### src/heater_cycle_map.vh
`ifndef HEATER_CYCLE_MAP_VH
`define HEATER_CYCLE_MAP_VH
// ==========================================
// register offsets (word index)
`define REG_CTRL      4'h0
`define REG_SETPOINT  4'h1
`define REG_DEADBAND  4'h2
`define REG_PLIMIT    4'h3
`define REG_TEMP      4'h4
`define REG_STATUS    4'h5
`define REG_AVG_CUR   4'h6
`define REG_AVG_GF    4'h7
`define REG_AVG_VOLT  4'h8
`define REG_MEAN_ERR  4'h9
// ==========================================
// control bit positions
`define CTRL_HEAT_EN  0
`define CTRL_PROP     1
`define CTRL_PLIM_EN  2
// ==========================================
// sampling channels
`define CH_CUR        2'h0
`define CH_GF         2'h1
`define CH_VOLT       2'h2
// ==========================================
// frame and sampling constants
`define FRAME_LEN     4'hA
`define FRAME_LAST    4'h9
`define DUTY_FULL     4'hA
`define SAMPLES       9'h12C
`define SETTLE_FRAMES 2'h2
// ==========================================
// slope factor limits and reset values
`define SLOPE_MIN     4'h1
`define SLOPE_MAX     4'hA
`define SLOPE_RST     4'h5
// ==========================================
// timing: one second in cycles at 10 MHz, one hour in seconds
`define CLK_HZ        10000000
`define HOUR_SECS     3600
`endif

### src/heater_cycle_modulation_ctrl.v
// Design decisions made here: the address-and-strobe port and the register addresses.
`timescale 1ns/1ps
`include "heater_cycle_map.vh"

// Overview of operation
// - 300 synced samples span ten mains cycles
// - samples are 10-bit converted values
// - ten-cycle frame, whole cycles on/off
// - duty 0-100% in 10% steps
// - fixed pattern per duty, every frame
// - switch changes only at zero crossings
// - power limit holds duty whose current equals limit, else alternates around it
// - above limit, lower duty one step
// - below limit, raise duty one step
// - wait for settled current before stepping
// - new demand starts at zero, ramps up
// - proportional mode uses frame modulation
// - duty from error over slope factor
// - slope factor retuned hourly within 1-10
// - hourly mean of absolute error
// - better keeps direction, worse reverses
// - on/off demand with deadband hysteresis
module heater_cycle_modulation_ctrl #(
    parameter SEC_CYCLES = `CLK_HZ,
    parameter HOUR_SECS  = `HOUR_SECS
) (
    // clock and reset
    input  wire        clk_sys,
    input  wire        rst_n,
    // mains and sampling front end
    input  wire        zeroCross,
    input  wire        sampleValid,
    input  wire [1:0]  sampleChan,
    input  wire [9:0]  sampleData,
    // register port
    input  wire [3:0]  regAddr,
    input  wire [15:0] regWrData,
    input  wire        regWr,
    input  wire        regRd,
    output reg  [15:0] regRdData,
    // heater switch
    output reg         heaterOn
);

    // ==========================================
    // helper functions
    // on/off for a frame position, evenly spread
    function patternBit;
        input [3:0] duty;
        input [3:0] pos;
        reg   [7:0] a;
        reg   [7:0] b;
        begin
            a = ({4'h0, pos} + 8'h01) * {4'h0, duty};
            b = {4'h0, pos} * {4'h0, duty};
            patternBit = (a / {4'h0, `FRAME_LEN}) != (b / {4'h0, `FRAME_LEN});
        end
    endfunction

    // proportional duty in tenths
    function [3:0] propDuty;
        input signed [16:0] err;
        input        [3:0]  slope;
        reg          [7:0]  t;
        begin
            t = 8'h00;
            if (err <= 17'sd0)
                propDuty = 4'h0;
            else if (err >= $signed({13'h0, slope}))
                propDuty = `DUTY_FULL;
            else begin
                t = err[7:0] * {4'h0, `DUTY_FULL} / {4'h0, slope};
                propDuty = t[3:0];
            end
        end
    endfunction

    // frame sum to per-sample average, always fits ten bits
    function [9:0] frameAvg;
        input [18:0] sum;
        reg   [18:0] q;
        begin
            q = sum / {10'h0, `SAMPLES};
            frameAvg = q[9:0];
        end
    endfunction

    // ==========================================
    // registers
    reg        [2:0]  ctrl_q;
    reg signed [15:0] setpoint_q;
    reg        [15:0] deadband_q;
    reg        [9:0]  plimit_q;
    reg signed [15:0] temp_q;
    reg        [3:0]  pos_q;
    reg        [3:0]  duty_q;
    reg        [8:0]  sampCnt_q;
    reg        [18:0] sumCur_q;
    reg        [18:0] sumGf_q;
    reg        [18:0] sumVolt_q;
    reg        [9:0]  avgCur_q;
    reg        [9:0]  avgGf_q;
    reg        [9:0]  avgVolt_q;
    reg        [1:0]  settle_q;
    reg               demand_q;
    reg               hyst_q;
    reg        [3:0]  slope_q;
    reg               slopeUp_q;
    reg        [31:0] secCnt_q;
    reg        [15:0] hourSecs_q;
    reg        [31:0] errSum_q;
    reg        [19:0] errCnt_q;
    reg        [15:0] meanErr_q;
    reg        [15:0] prevErr_q;

    wire signed [16:0] err    = {setpoint_q[15], setpoint_q} - {temp_q[15], temp_q};
    wire        [16:0] absErr = err[16] ? (~err + 17'h1) : err;
    wire signed [16:0] lowTh  = {setpoint_q[15], setpoint_q} - $signed({1'b0, deadband_q});
    wire signed [16:0] highTh = {setpoint_q[15], setpoint_q} + $signed({1'b0, deadband_q});
    wire signed [16:0] tempExt = {temp_q[15], temp_q}; // signed so sub-zero readings compare right
    wire               frameEnd = zeroCross && (pos_q == `FRAME_LAST);
    wire               tempWr   = regWr && (regAddr == `REG_TEMP);
    wire               hourTick = (secCnt_q == SEC_CYCLES - 1)
                                  && (hourSecs_q == HOUR_SECS - 1);
    wire        [3:0]  target   = ctrl_q[`CTRL_PROP] ? propDuty(err, slope_q)
                                                     : `DUTY_FULL;
    wire        [28:0] limScaled = {19'h0, plimit_q} * {20'h0, `SAMPLES};
    wire               overLim  = {10'h0, sumCur_q} > limScaled;
    wire               underLim = {10'h0, sumCur_q} < limScaled;
    wire        [31:0] meanQuot = (errCnt_q == 20'h0) ? 32'h0
                                  : errSum_q / {12'h0, errCnt_q};
    wire        [15:0] meanNow  = meanQuot[15:0]; // mean of 17-bit errors, top bits unused

    // ==========================================
    // register writes
    always @(posedge clk_sys or negedge rst_n) begin
        if (!rst_n) begin
            ctrl_q     <= 3'h0;
            setpoint_q <= 16'h0000;
            deadband_q <= 16'h0000;
            plimit_q   <= 10'h000;
            temp_q     <= 16'h0000;
        end else if (regWr) begin
            case (regAddr)
                `REG_CTRL:     ctrl_q     <= regWrData[2:0];
                `REG_SETPOINT: setpoint_q <= regWrData;
                `REG_DEADBAND: deadband_q <= regWrData;
                `REG_PLIMIT:   plimit_q   <= regWrData[9:0];
                `REG_TEMP:     temp_q     <= regWrData; // new temperature reading
                default:       ctrl_q     <= ctrl_q;
            endcase
        end
    end

    // ==========================================
    // register reads, data one cycle after strobe
    always @(posedge clk_sys or negedge rst_n) begin
        if (!rst_n)
            regRdData <= 16'h0000;
        else if (regRd) begin
            case (regAddr)
                `REG_CTRL:     regRdData <= {13'h0, ctrl_q};
                `REG_SETPOINT: regRdData <= setpoint_q;
                `REG_DEADBAND: regRdData <= deadband_q;
                `REG_PLIMIT:   regRdData <= {6'h0, plimit_q};
                `REG_TEMP:     regRdData <= temp_q;
                `REG_STATUS:   regRdData <= {4'h0, slope_q, 1'b0, slopeUp_q,
                                             demand_q, heaterOn, duty_q};
                `REG_AVG_CUR:  regRdData <= {6'h0, avgCur_q};
                `REG_AVG_GF:   regRdData <= {6'h0, avgGf_q};
                `REG_AVG_VOLT: regRdData <= {6'h0, avgVolt_q};
                `REG_MEAN_ERR: regRdData <= meanErr_q;
                default:       regRdData <= 16'h0000;
            endcase
        end else
            regRdData <= 16'h0000;
    end

    // ==========================================
    // frame position and heater switch
    always @(posedge clk_sys or negedge rst_n) begin
        if (!rst_n) begin
            pos_q    <= 4'h0;
            heaterOn <= 1'b0;
        end else if (zeroCross) begin
            pos_q    <= frameEnd ? 4'h0 : pos_q + 4'h1;
            heaterOn <= patternBit(duty_q, pos_q);
        end
    end

    // ==========================================
    // sample accumulation over one frame
    always @(posedge clk_sys or negedge rst_n) begin
        if (!rst_n) begin
            sampCnt_q <= 9'h000;
            sumCur_q  <= 19'h0;
            sumGf_q   <= 19'h0;
            sumVolt_q <= 19'h0;
            avgCur_q  <= 10'h000;
            avgGf_q   <= 10'h000;
            avgVolt_q <= 10'h000;
        end else if (frameEnd) begin
            // frame closes: publish averages, restart sums
            avgCur_q  <= frameAvg(sumCur_q);
            avgGf_q   <= frameAvg(sumGf_q);
            avgVolt_q <= frameAvg(sumVolt_q);
            sampCnt_q <= 9'h000;
            sumCur_q  <= 19'h0;
            sumGf_q   <= 19'h0;
            sumVolt_q <= 19'h0;
        end else if (sampleValid && sampCnt_q != `SAMPLES) begin
            if (sampleChan == `CH_VOLT)
                sampCnt_q <= sampCnt_q + 9'h001; // a set ends on voltage
            case (sampleChan)
                `CH_CUR:  sumCur_q  <= sumCur_q + {9'h0, sampleData};
                `CH_GF:   sumGf_q   <= sumGf_q + {9'h0, sampleData};
                `CH_VOLT: sumVolt_q <= sumVolt_q + {9'h0, sampleData};
                default:  sumCur_q  <= sumCur_q;
            endcase
        end
    end

    // ==========================================
    // heat demand with hysteresis
    always @(posedge clk_sys or negedge rst_n) begin
        if (!rst_n)
            hyst_q <= 1'b0;
        else if (tempExt <= lowTh)
            hyst_q <= 1'b1;
        else if (tempExt >= highTh)
            hyst_q <= 1'b0;
    end

    // ==========================================
    // duty stepping, soft start and power limit
    always @(posedge clk_sys or negedge rst_n) begin
        if (!rst_n) begin
            duty_q   <= 4'h0;
            settle_q <= 2'h0;
            demand_q <= 1'b0;
        end else begin
            demand_q <= ctrl_q[`CTRL_HEAT_EN] && (ctrl_q[`CTRL_PROP] || hyst_q);
            if (!demand_q) begin
                duty_q   <= 4'h0;
                settle_q <= 2'h0;
            end else if (frameEnd) begin
                if (settle_q != `SETTLE_FRAMES - 2'h1)
                    settle_q <= settle_q + 2'h1;
                else begin
                    settle_q <= 2'h0;
                    if (duty_q > target)
                        duty_q <= duty_q - 4'h1;
                    else if (ctrl_q[`CTRL_PLIM_EN] && overLim && duty_q != 4'h0)
                        duty_q <= duty_q - 4'h1;
                    else if (duty_q < target &&
                             (!ctrl_q[`CTRL_PLIM_EN] || underLim))
                        duty_q <= duty_q + 4'h1;
                end
            end
        end
    end

    // ==========================================
    // hourly error statistics and slope retune
    always @(posedge clk_sys or negedge rst_n) begin
        if (!rst_n) begin
            secCnt_q   <= 32'h0;
            hourSecs_q <= 16'h0000;
            errSum_q   <= 32'h0;
            errCnt_q   <= 20'h0;
            meanErr_q  <= 16'h0000;
            prevErr_q  <= 16'hFFFF;
            slope_q    <= `SLOPE_RST;
            slopeUp_q  <= 1'b1;
        end else begin
            if (secCnt_q == SEC_CYCLES - 1) begin
                secCnt_q   <= 32'h0;
                hourSecs_q <= hourTick ? 16'h0000 : hourSecs_q + 16'h0001;
            end else
                secCnt_q <= secCnt_q + 32'h1;
            if (hourTick) begin
                meanErr_q <= meanNow;
                prevErr_q <= meanNow;
                // a reading on the tick opens the new hour instead of being lost
                errSum_q  <= tempWr ? {15'h0, absErr} : 32'h0;
                errCnt_q  <= tempWr ? 20'h1 : 20'h0;
                if ((meanNow < prevErr_q) == slopeUp_q) begin
                    if (slope_q == `SLOPE_MAX) begin
                        slope_q   <= slope_q - 4'h1;
                        slopeUp_q <= 1'b0;
                    end else begin
                        slope_q   <= slope_q + 4'h1;
                        slopeUp_q <= 1'b1;
                    end
                end else begin
                    if (slope_q == `SLOPE_MIN) begin
                        slope_q   <= slope_q + 4'h1;
                        slopeUp_q <= 1'b1;
                    end else begin
                        slope_q   <= slope_q - 4'h1;
                        slopeUp_q <= 1'b0;
                    end
                end
            end else if (tempWr) begin
                errSum_q <= errSum_q + {15'h0, absErr};
                errCnt_q <= errCnt_q + 20'h1;
            end
        end
    end

endmodule // heater_cycle_modulation_ctrl

### config.mk
export PLATFORM = sky130hd
export DESIGN_NAME = heater_cycle_modulation_ctrl
export DESIGN_NICKNAME = d
export VERILOG_FILES = /design/src/heater_cycle_modulation_ctrl.v
export VERILOG_INCLUDE_DIRS = /design/src
export SDC_FILE = /design/constraint.sdc
export NUM_CORES = 2
export LEC_CHECK = 0
export BUFFER_PORTS_ARGS = -buffer_cell sky130_fd_sc_hd__buf_2
export CAP_MARGIN = 30
export CORE_MARGIN = 2
export CORE_UTILIZATION = 55
export DETAILED_ROUTE_END_ITERATION = 10
export PLACE_DENSITY = 0.79
export SLEW_MARGIN = 20
export SYNTH_ARGS = -nofsm -noshare
export SYNTH_HDL_FRONTEND = slang
export SYNTH_SLANG_ARGS = --single-unit
### constraint.sdc
create_clock -name clk_sys -period 89.8 [get_ports clk_sys]
set_input_delay 17.96 -clock clk_sys [delete_from_list [all_inputs] [get_ports clk_sys]]
set_output_delay 17.96 -clock clk_sys [all_outputs]
set_load 0.02 [all_outputs]
==> key figures <==
Setup path
  – Startpoint Class: flop
  – Buf/Inv on CP: 14
  – Req. time, crit path: 90.29 ns
  – Slowest stage delay, CP: 0.55 ns
  – Kind of cell adding the most delay to the critical path: compound AO/OA/AOI/OAI gates
  – Critical path data arrival time: 84.89 ns
  – CP dominant cell by count: o21a_1
  – Setup Crit Path Kind: reg -> reg
  – CP Capture Type: flop
  – Slowest stage cell, crit path: dfrtp_1
  – Crit path max fanout: 43

Floorplanning
  – Row count: 117
  – Die W: 323 um
  – Placeable Area: 101000 um2
  – Initial Util: 0.552
  – Die area: 104000 um2
  – Die H: 323 um
  – Io pins: 55

Synth
  – Ys async rst share: 1.00
  – Post-synthesis sequential area ratio: 0.145
  – Post-synth EDFFs: 0
  – Mapped Cells: 7410
  – Avg Synthesized Cell Area: 7.56 um2
  – Post-Syn Area: 56000 um2
  – Syn nets: 8214
  – Synth Register Bits: 323
  – Distinct cells, synth: 114
  – Yosys Warn Count: 0
  – Top_reg_cell synth: dfrtp_1

STA
  – Rel. slew slack: 0.285
  – Final Skew: 0.0347 ns
  – Fmax: 0.0118 GHz
  – Period minus WS final: 84.41 ns
  – Slew @ Worst Pin: 1.04 ns
  – Final Cycle Share: 0.940
  – Final Hold Vio Count: 0
  – Max-slew violations: 0
  – Final Setup Violations: 0

Placement
  – Detail Placement HPWL: 130000 um
  – Post-DP Area: 57700 um2
  – Placed cells: 8648
  – Port Buffer Count: 54
  – Final RePlAce weighted congestion: 1.02

Final layout
  – Synthesis-to-layout area growth: 6.04%
  – Most frequent cells in the layout: ha_1, nor2_1, nand2_1
  – Filler instances: 9111
  – Share of layout cells above drive strength 1: 0.0838
  – Layout Cells excl Fill: 8736
  – Number of nets in the layout: 8134
  – Most common cell after layout, fill and taps aside: ha_1
  – Final instance area: 59400 um2

Detailed routing
  – Drt total wl: 170000 um
  – Remaining DRCs: 0
  – Post-route ant nets: 0
  – WL per Instance: 19.5 um
  – Vias after detailed routing: 56500
  – First-pass iteration count of the detailed router: 6
  – Drt initial violations: 5227
  – Via-to-Cell Ratio: 6.47

Clock tree
  – Skew-Pair Late Insertion Delay: 0.59 ns
  – Clk Tree Root Cell: clkbuf_16
  – # H-tree levels: 2
  – Clk buf depth: 3
  – CTS buffer count: 41
  – Hold_buf cts: 0
  – Worst-path clk slew: 0.06 ns
  – CTS tree: done
  – CTS sink count: 323

GRT
  – Vias in the first global route: 51600
  – Total grt overflow: 0
  – Largest net degree at the start of global routing: 158
  – Total track usage: 0.312
  – Initial antenna violation count: 15
  – Global-route wire length before repair: 268000 um

Run
  – Max cap viols: 0

Run status
  – Status: finished, final reports clean

Hold path
  – Hold Crit Class: reg -> reg
-- flip-flops by register name (all words and copies together) (netlist names), 19 cells and up --
signal,flops
errSum_q,32
secCnt_q,32
errCnt_q,20
sumCur_q,19
sumGf_q,19
sumVolt_q,19
-- layer usage --
| metal | track usage | routed length (um) | up-vias |
|---|---|---|---|
| li1 | - | - | 27200 |
| met1 | 0.417 | 73900 | 26600 |
| met2 | 0.502 | 75400 | 2237 |
| met3 | 0.0446 | 13200 | 456 |
| met4 | 0.129 | 7610 | 12 |
| met5 | 0 | 70 | - |
-- worst paths after layout --
check / start / end / slack [ns] / depth (start not counted)
setup / recovery: errCnt_q[18] / slope_q[2] / 5.39 / 374
hold / removal: secCnt_q[31] / secCnt_q[31] / 0.47 / 1
setup reg to reg: errCnt_q[18] / slope_q[2] / 5.39 / 374
hold reg to reg: secCnt_q[31] / secCnt_q[31] / 0.47 / 1
max in group asynchronous: rst_n / errCnt_q[17] / 70.28 / 3
min in group asynchronous: rst_n / sumGf_q[15] / 17.41 / 1
-- cell usage after synthesis (86+ instances only) --
cell | number | share of area
o31ai_1 | 92 | 0.012
dfrtp_1 | 304 | 0.14
nand2b_1 | 86 | 0.0096
xor2_1 | 182 | 0.028
nor2_1 | 704 | 0.047
nand3_1 | 211 | 0.019
nor3_1 | 281 | 0.025
o21a_1 | 213 | 0.029
a21o_1 | 196 | 0.026
inv_1 | 339 | 0.023
mux2_2 | 189 | 0.038
nand4_1 | 86 | 0.0096
mux2i_1 | 92 | 0.016
nor2b_1 | 88 | 0.0098
xnor2_1 | 391 | 0.061
nand2_1 | 631 | 0.042
a21oi_1 | 561 | 0.050
clkbuf_1 | 249 | 0.017
ha_1 | 737 | 0.16
o21ai_0 | 412 | 0.037
-- kinds of logic after synthesis --
group | after synthesis | share of synthesized area
compound gates | 2292 | 0.273
xor+xnor | 574 | 0.0899
fa+ha+maj | 793 | 0.180
buf+inv | 626 | 0.0424
flops | 323 | 0.145
mux | 284 | 0.0551
simple gates | 2518 | 0.215
-- final cells by class --
cell class                      count  area (um2)  area share
Timing Repair Buffer              157        1060      0.0178
Tap cell                         1368        1710      0.0288
Antenna cell                        6        15.0    0.000253
Sequential cell                   323        8110       0.136
Inverter                          345        1290      0.0218
Clock buffer                       57        1150      0.0193
Multi-Input combinational cell   6462       45900       0.772
Clock inverter                     18         186     0.00314
-- worst register-to-register path: cells and delay by family (launching register included) --
kind                       cells  cell delay, ns
adders and majority gates     31            9.61
DFF                            1            0.55
muxes                          7            2.46
xor gates and xnor gates       1            0.20
and+or+nand+nor               77           15.29
buffers and inverters         14            3.32
AOI/OAI and AO/OA            244           52.85
-- stage by stage --
stage | setup WS, ns | setup TNS (ns) | util | hold slack, ns
2_1_floorplan | 6.19 | 0 | - | 0.439
3_3_place_gp | 3.99 | 0 | 0.569 | 0.457
3_5_place_dp | 2.16 | 0 | 0.569 | 0.462
4_1_cts | 1.86 | 0 | 0.582 | 0.476
5_1_grt | -0.0223 | -0.0223 | 0.586 | 0.506
6_report | 5.39 | 0 | 0.586 | 0.470
-- repair_timing --
item                                   in CTS  in global routing
resized for setup                           0                 69
buffers inserted                            0                  1
setup endpoints to repair                   0                  8
endpoints found under the hold margin       0                  0
Power is not shown: default switching activity piles up to over one toggle a cycle in this logic, so the estimate is an artifact.
